[config.mk]
export PLATFORM = sky130hd
export DESIGN_NAME = usp_sync_port
export DESIGN_NICKNAME = d
export VERILOG_FILES = /design/src/verilog/usp_pkg.sv /design/src/verilog/usp_sync_port.sv /design/src/verilog/usp_fifo.sv
export VERILOG_INCLUDE_DIRS = /design/src /design/src/verilog
export SDC_FILE = /design/constraint.sdc
export NUM_CORES = 1
export LEC_CHECK = 0
export BUFFER_PORTS_ARGS = -buffer_cell sky130_fd_sc_hd__buf_2
export CORE_AREA = 2 2 98 138
export CTS_CLUSTER_SIZE = 14
export DETAILED_ROUTE_END_ITERATION = 12
export DIE_AREA = 0 0 100 140
export PLACE_DENSITY = 0.8
export SYNTH_ARGS = -nofsm -noshare
export SYNTH_HDL_FRONTEND = slang
export SYNTH_SLANG_ARGS = --single-unit
[constraint.sdc]
create_clock -name clock_i -period 3.34 [get_ports clock_i]
set_clock_uncertainty 0.1 [all_clocks]
set_input_delay 0.334 -clock clock_i [delete_from_list [all_inputs] [get_ports clock_i]]
set_output_delay 0.334 -clock clock_i [all_outputs]
set_load 0.1 [all_outputs]
[src/verilog/usp_params.svh]
`ifndef USP_PARAMS_SVH
`define USP_PARAMS_SVH

// ----------------------------------------------------------------
// Widths and buffer depth
// ----------------------------------------------------------------
`define USP_DATA_W        8
`define USP_FIFO_DEPTH    8

// ----------------------------------------------------------------
// Timing
// ----------------------------------------------------------------
// Nominal interface clock, in MHz
`define USP_IFCLK_MHZ     60
// Local clock, in MHz
`define USP_SYS_CLK_MHZ   40
// Local cycles per half interface period, as built
`define USP_IFCLK_HALF    4

// ----------------------------------------------------------------
// Reset values of the pin side
// ----------------------------------------------------------------
`define USP_RST_FLAG_N    1'b1
`define USP_RST_BYTE      8'h00

`endif

[src/verilog/usp_pkg.sv]
package usp_pkg;

  // Port mode; Gray step from off to synchronous
  typedef enum logic [1:0] {
    USP_MODE_OFF  = 2'b00,
    USP_MODE_SYNC = 2'b01
  } usp_mode_e;

endpackage

[src/verilog/usp_sync_port.sv]
// Summary of operation
// - Drive data bus only while drive-enable low
// - Receive-available low only when byte readable
// - Byte out each clock both low
// - Transmit-space low only when byte accepted
// - Byte in each clock both low
// - Read shows current byte, then advances
// - Write stores one byte per clock
// - Device drives interface clock; all synchronous
// - Wakeup strobe in suspend requests resume
// - Strobe in normal use flushes transmit buffer
// - Bus and handshakes sampled on rising edge, updated on falling
// - Mode active only when configured and commanded
`timescale 1ns/1ps
`include "usp_params.svh"

module usp_sync_port
  import usp_pkg::*;
#(
  parameter int DATA_W     = `USP_DATA_W,
  parameter int FIFO_DEPTH = `USP_FIFO_DEPTH,
  parameter int IFCLK_HALF = `USP_IFCLK_HALF
) (
  input  wire logic              clock_i,                // System clock
  input  wire logic              nrst_i,                 // Sync reset, low
  // Pin side
  input  wire logic [DATA_W-1:0] fifo_data_bus_i,        // Bus level seen
  output logic      [DATA_W-1:0] fifo_data_bus_o,        // Bus drive value
  output logic                   fifo_data_bus_oe_o,     // High while driving
  output logic                   rx_data_available_n_o,  // Byte readable, low
  output logic                   tx_space_available_n_o, // Space free, low
  output logic                   interface_clock_out_o,  // Interface clock
  input  wire logic              read_strobe_n_i,        // Read strobe, low
  input  wire logic              write_strobe_n_i,       // Write strobe, low
  input  wire logic              bus_drive_en_n_i,       // Drive enable, low
  input  wire logic              send_now_wakeup_n_i,    // Flush/wake, low
  output logic                   usb_active_n_o,         // Low when not suspended
  // USB-engine side
  input  wire logic [DATA_W-1:0] usb_rx_data_i,          // Byte from host
  input  wire logic              usb_rx_valid_i,         // Byte offered
  output logic                   usb_rx_ready_o,         // Receive buffer space
  output logic      [DATA_W-1:0] usb_tx_data_o,          // Byte to host
  output logic                   usb_tx_valid_o,         // Byte waiting
  input  wire logic              usb_tx_ready_i,         // Engine takes byte
  input  wire logic              usb_suspended_i,        // Bus in suspend
  input  wire logic              remote_wakeup_en_i,     // Wakeup allowed
  input  wire logic              chan_fifo_cfg_i,        // Channel set to FIFO
  input  wire logic              sync_mode_cmd_i,        // Sync mode selected
  output logic                   resume_request_o,       // Resume pulse
  output logic                   send_now_o              // Flush pulse
);

  // ----------------------------------------------------------------
  // Interface clock divider
  // ----------------------------------------------------------------
  // Half period of at least 2 local cycles, so synced pins
  // settle between two link edges
  localparam int HW = $clog2(IFCLK_HALF + 1);

  logic [HW-1:0] div_cnt;
  wire logic     div_wrap = (div_cnt == HW'(IFCLK_HALF - 1));
  wire logic     if_rise  = div_wrap && !interface_clock_out_o;
  wire logic     if_fall  = div_wrap && interface_clock_out_o;

  // Device makes the link clock; rate is set by the divider
  always_ff @(posedge clock_i) begin
    if (!nrst_i) begin
      div_cnt               <= '0;
      interface_clock_out_o <= 1'b0;
    end else begin
      div_cnt <= div_wrap ? '0 : div_cnt + 1'b1;
      if (div_wrap) begin
        interface_clock_out_o <= !interface_clock_out_o;
      end
    end
  end

  // ----------------------------------------------------------------
  // Pin synchronisers
  // ----------------------------------------------------------------
  // Byte and strobes cross as one vector, so both
  // are seen on the same local edge
  localparam int SW = DATA_W + 4;

  logic [SW-1:0] pin_m;
  logic [SW-1:0] pin_s;
  logic          wake_prev;

  wire logic [DATA_W-1:0] bus_s  = pin_s[DATA_W-1:0];
  wire logic              rd_n_s = pin_s[DATA_W];
  wire logic              wr_n_s = pin_s[DATA_W+1];
  wire logic              oe_n_s = pin_s[DATA_W+2];
  wire logic              wk_n_s = pin_s[DATA_W+3];

  // Two stages; the first is read by the second only
  always_ff @(posedge clock_i) begin
    if (!nrst_i) begin
      pin_m <= {4'hF, DATA_W'(`USP_RST_BYTE)};
      pin_s <= {4'hF, DATA_W'(`USP_RST_BYTE)};
    end else begin
      pin_m <= {send_now_wakeup_n_i, bus_drive_en_n_i, write_strobe_n_i,
                read_strobe_n_i, fifo_data_bus_i};
      pin_s <= pin_m;
    end
  end

  // ----------------------------------------------------------------
  // Mode select
  // ----------------------------------------------------------------
  usp_mode_e mode;
  wire logic mode_on = (mode == USP_MODE_SYNC);

  // Needs both the channel setting and the command
  always_ff @(posedge clock_i) begin
    if (!nrst_i) begin
      mode <= USP_MODE_OFF;
    end else begin
      mode <= (chan_fifo_cfg_i && sync_mode_cmd_i) ? USP_MODE_SYNC
                                                   : USP_MODE_OFF;
    end
  end

  // ----------------------------------------------------------------
  // Buffers and transfer decode
  // ----------------------------------------------------------------
  wire logic              rx_valid;
  wire logic [DATA_W-1:0] rx_head;
  wire logic              tx_ready;
  wire logic              tx_out_valid;
  wire logic [DATA_W-1:0] tx_out_data;
  wire logic              rx_in_ready;

  // Transfers are taken on the rising link edge only
  wire logic rd_xfer = if_rise && mode_on && !rx_data_available_n_o
                       && !rd_n_s;
  wire logic wr_xfer = if_rise && mode_on && !tx_space_available_n_o
                       && !wr_n_s;

  // Engine-side outputs are wired from buffer state flops
  assign usb_rx_ready_o = rx_in_ready;
  assign usb_tx_valid_o = tx_out_valid;
  assign usb_tx_data_o  = tx_out_data;

  usp_fifo #(
    .WIDTH (DATA_W),
    .DEPTH (FIFO_DEPTH)
  ) u_rx_fifo (
    .clock_i     (clock_i),
    .nrst_i      (nrst_i),
    .in_valid_i  (usb_rx_valid_i),
    .in_ready_o  (rx_in_ready),
    .in_data_i   (usb_rx_data_i),
    .out_valid_o (rx_valid),
    .out_ready_i (rd_xfer),
    .out_data_o  (rx_head)
  );

  usp_fifo #(
    .WIDTH (DATA_W),
    .DEPTH (FIFO_DEPTH)
  ) u_tx_fifo (
    .clock_i     (clock_i),
    .nrst_i      (nrst_i),
    .in_valid_i  (wr_xfer),
    .in_ready_o  (tx_ready),
    .in_data_i   (bus_s),
    .out_valid_o (tx_out_valid),
    .out_ready_i (usb_tx_ready_i),
    .out_data_o  (tx_out_data)
  );

  // ----------------------------------------------------------------
  // Pin-side flags and read data
  // ----------------------------------------------------------------
  // Updated at the falling link edge, mid-period, so the far side
  // sees settled values at its next rising edge after any transfer
  always_ff @(posedge clock_i) begin
    if (!nrst_i) begin
      rx_data_available_n_o  <= `USP_RST_FLAG_N;
      tx_space_available_n_o <= `USP_RST_FLAG_N;
      fifo_data_bus_o        <= DATA_W'(`USP_RST_BYTE);
    end else if (if_fall) begin
      rx_data_available_n_o  <= !(mode_on && rx_valid);
      tx_space_available_n_o <= !(mode_on && tx_ready);
      fifo_data_bus_o        <= rx_head;
    end
  end

  // Bus stays an input unless drive-enable is held low
  always_ff @(posedge clock_i) begin
    if (!nrst_i) begin
      fifo_data_bus_oe_o <= 1'b0;
    end else begin
      fifo_data_bus_oe_o <= mode_on && !oe_n_s;
    end
  end

  // ----------------------------------------------------------------
  // Send-now / wakeup strobe
  // ----------------------------------------------------------------
  // Previous level resets high, the idle level, so no false edge
  wire logic wake_fall = wake_prev && !wk_n_s;

  // One strobe gives at most one pulse; suspend state picks its meaning
  always_ff @(posedge clock_i) begin
    if (!nrst_i) begin
      wake_prev        <= 1'b1;
      resume_request_o <= 1'b0;
      send_now_o       <= 1'b0;
      usb_active_n_o   <= 1'b1;
    end else begin
      wake_prev        <= wk_n_s;
      usb_active_n_o   <= usb_suspended_i;
      resume_request_o <= wake_fall && mode_on && usb_suspended_i
                          && remote_wakeup_en_i;
      send_now_o       <= wake_fall && mode_on && !usb_suspended_i;
    end
  end

endmodule

[src/verilog/usp_fifo.sv]
`timescale 1ns/1ps
`include "usp_params.svh"

module usp_fifo #(
  parameter int WIDTH = `USP_DATA_W,
  parameter int DEPTH = `USP_FIFO_DEPTH
) (
  input  wire logic             clock_i,      // System clock
  input  wire logic             nrst_i,       // Sync reset, low
  input  wire logic             in_valid_i,   // Write request
  output wire logic             in_ready_o,   // Space free
  input  wire logic [WIDTH-1:0] in_data_i,    // Write data
  output wire logic             out_valid_o,  // Data held
  input  wire logic             out_ready_i,  // Read accept
  output wire logic [WIDTH-1:0] out_data_o    // Head word
);
  localparam int PW = (DEPTH > 1) ? $clog2(DEPTH) : 1;
  localparam int CW = $clog2(DEPTH + 1);

  logic [WIDTH-1:0] mem [DEPTH];
  logic [PW-1:0]    wr_ptr;
  logic [PW-1:0]    rd_ptr;
  logic [CW-1:0]    count;

  wire logic do_push = in_valid_i && in_ready_o;
  wire logic do_pop  = out_valid_o && out_ready_i;

  // Flags come from the count alone, so full and empty never lie
  assign in_ready_o  = (count != CW'(DEPTH));
  assign out_valid_o = (count != '0);
  assign out_data_o  = mem[rd_ptr];

  // Storage has no reset; only pointers and count need defined values
  always_ff @(posedge clock_i) begin
    if (do_push) begin
      mem[wr_ptr] <= in_data_i;
    end
  end

  // Pointers wrap at DEPTH, which need not be a power of two
  always_ff @(posedge clock_i) begin
    if (!nrst_i) begin
      wr_ptr <= '0;
      rd_ptr <= '0;
      count  <= '0;
    end else begin
      if (do_push) begin
        wr_ptr <= (wr_ptr == PW'(DEPTH - 1)) ? '0 : wr_ptr + 1'b1;
      end
      if (do_pop) begin
        rd_ptr <= (rd_ptr == PW'(DEPTH - 1)) ? '0 : rd_ptr + 1'b1;
      end
      count <= count + CW'(do_push) - CW'(do_pop);
    end
  end

endmodule

==> metrics.txt <==
Max Buffers Root-to-Sink=2; worst slew pin tran=about 1100 ps; final hold vios=0; Reg clk slew, reported paths=70 ps; largest area contributor in the netlist=edfxtp_1; ys async rst share=0%; Cells after DPL=between 600 and 700; #FFs+latches synth=around 200; DR vias/cell=~5.5; FF/Latch Area=roughly 5200 sq um; first-pass GRT wire length=approximately 21000 um; number of buffers created by CTS=17; Fmax=around 350 MHz; drt first-iter violations=about 160; gpl congestion=roughly 0.8; Synth Warn #=0; leakage=3.17 nW; Synth top area share=51.6%; ratio of cells with drive above 1 in the final layout=about 27%; Final Cycle Share=between 80% and 90%; Gate Count Post-Synth=between 400 and 500; wl on met1=approximately 5000 um; largest net degree at the start of global routing=between 50 and 60; Mean Syn Cell Area=~16 sq um; post-synthesis mux area share=between 10% and 20%; antenna viol nets, final=0; ys flop type=edfxtp_1; run status=finished clean; die height=140 um; Top Metal Used=met4; drt pass-1 iters=4; Fill cells=853; setup bufs post-CTS=0; DRC=0; CTS sink cnt=just under 200; Setup crit start=div_cnt[0]$_SDFF_PP0_; area growth from synthesis to layout=15.8%; final setup fails=0; Post-Layout Cell Count=roughly 710; die width=~100 um; Worst Hold End=pin_m[6]$_SDFF_PN0_; Post-Route WL=12900 um; number of flops mapped to enable cells by yosys=between 100 and 150; # Max-Cap Violations=0; Synth Area in Adders=under 10%; Die ar.=14000 sq um; Compound-Gate Fraction of Synth Area=2.99%; Worst Path Required=3380 ps; R2R cell count=8; hold crit path type=in -> reg; Reg-to-Reg Start=div_cnt[0]$_SDFF_PP0_; count of cell types in the netlist=39; worst-path fanout max=8; multi-input logic area=between 2000 and 2500 sq um; R2R setup slack=about 480 ps; CTS tree=built; Setup CP Type=reg -> reg; Critical Path AT=roughly 2900 ps; RR Endpoint=u_tx_fifo.mem[2][0]$_DFFE_PP_; VDD IR max=~0.31 mV; Core Util, Final=about two thirds; Mapped Area=between 7000 and 8000 sq um; IO buf count=52; H-tree depth=4; Cell Rows=between 40 and 50; DR WL met2=a little over 7000 um; RSZ-0062 raised after global routing=false; hold_sp=fifo_data_bus_i[6]; Post-Synth XOR/XNOR Area=0.588%; Top Ports=53; CP Capture Type=flip-flop; most frequent cells in the layout=128 x edfxtp_1, 67 x dfxtp_1, 52 x buf_2; WL/cell=between 15 and 20 um; Relative slew margins=between 20% and 30%; clock latency on the worst-skew pair=430 ps; number of global-route vias before repair=around 4200; Hold Path Depth=2; commonest non-fill, non-tap cell in the layout=edfxtp_1; CP Launch Type=flip-flop; Initial Util=between 50% and 60%; simple-gate share of the synthesized area=slightly above 9%; PwrDens=~660 nW/um^2; gr ovfl total=0; largest family of logic cells by synthesized area=multiplexers; root buffer cell=clkbuf_16; Pins Over Slew Limit=0; initial antenna violation count=1; Fin Setup TNS=0 ps; core area=between 10000 and 15000 sq um; total number of vias=between 3000 and 4000; GRT Total Usage=just under 20%; Final min period=about 2900 ps; register area share after synthesis=69.6%; Synth area leaders=edfxtp_1 52%, dfxtp_1 18%, mux4_2 7.3%, ha_1 3.7%, mux2_2 3.6%; Final nets=between 500 and 600; hpwl dp=about 8700 um; syn nets=523; met3 wire length=around 450 um
[state kept, by name, summed over array words and instances (netlist names), 3 cells and up, named ones only]
register	flops
u_rx_fifo.count	4
u_tx_fifo.rd_ptr	3
div_cnt	3
u_tx_fifo.count	4
u_tx_fifo.mem	64
u_rx_fifo.rd_ptr	3
u_rx_fifo.mem	64
fifo_data_bus_o	8
pin_m	12
u_rx_fifo.wr_ptr	3
u_tx_fifo.wr_ptr	3
pin_s	12
[metrics by stage]
step,instance area (sq um),total power [W],hold slack [ps],worst slack [ps]
CTS,8620,0.00577,3.01,470
global route,8620,0.00596,8.63,325
global placement,7910,0.00373,292,582
detailed placement,7910,0.00376,295,482
floorplan,7450,0.00358,286,313
finish,8620,0.00571,22.8,483
[cells in the mapped netlist, types with 3 or more instances]
master	count
inv_1	18
nand2b_1	14
xor2_1	4
o22ai_1	10
nor2_1	9
clkbuf_1	11
nand3b_1	3
edfxtp_1	128
buf_1	3
nand2_1	32
and2_1	25
nor2b_1	12
ha_1	22
or3_1	4
nor3_1	7
dfxtp_1	67
o31ai_1	8
mux4_2	24
mux2_2	24
buf_2	7
a21boi_0	8
nor3b_1	4
[logic make-up after synthesis]
logic type	after synthesis
and+or+nand+nor	123
adders and majority gates	24
DFF	195
AOI/OAI and AO/OA	32
muxes	50
xor gates and xnor gates	5
buffers and inverters	42
[repair_timing]
item	4_1_cts	5_1_grt
hold buffers	10	0
gates resized for setup	0	0
hold endpoints to repair	10	0
[worst max path at each step]
| stage | slack [ps] | to | depth (start not counted) |
|---|---|---|---|
| after floorplan | 310 | u_tx_fifo.mem[1][0]$_DFFE_PP_ | 4 |
| after global routing | 320 | u_tx_fifo.mem[2][3]$_DFFE_PP_ | 8 |
| after detailed placement | 480 | u_tx_fifo.mem[2][5]$_DFFE_PP_ | 8 |
| after global placement | 580 | u_rx_fifo.count[2]$_SDFF_PN0_ | 12 |
| after CTS | 470 | u_tx_fifo.mem[2][0]$_DFFE_PP_ | 8 |
| final | 480 | u_tx_fifo.mem[2][0]$_DFFE_PP_ | 8 |
[final cells by class]
| type | count | share of cell area [%] |
|---|---|---|
| Antenna cell | 1 | 0.0290 |
| Clock inverter | 15 | 2.13 |
| Sequential cell | 195 | 60.1 |
| Inverter | 19 | 0.827 |
| Clock buffer | 17 | 4.93 |
| Multi-Input combinational cell | 234 | 24.3 |
| Timing Repair Buffer | 77 | 5.48 |
| Tap cell | 153 | 2.22 |
[per-layer routing]
layer	vias up	global-route usage [%]
li1	1879	-
met5	-	0
met3	17	5.84
met2	76	35.9
met4	0	7.50
met1	1942	21.8
[worst max-delay path: stages, from the launching register on]
cell and delay, ps:
dfxtp_1 340, ha_1 160, ha_1 210, nand3b_1 120, or4_1 640, inv_2 150
nand2_1 120, nor3_1 460, buf_4 270
[power breakdown]
| group | internal [W] | switching (W) | leakage (nW) |
|---|---|---|---|
| Combinational | 0.000354 | 0.000616 | 1.16 |
| Sequential | 0.00267 | 0.0000730 | 1.72 |
| Clock | 0.00102 | 0.000980 | 0.289 |
| Total | 0.00404 | 0.00167 | 3.17 |
No activity file was read; power rests on OpenSTA's default activity.
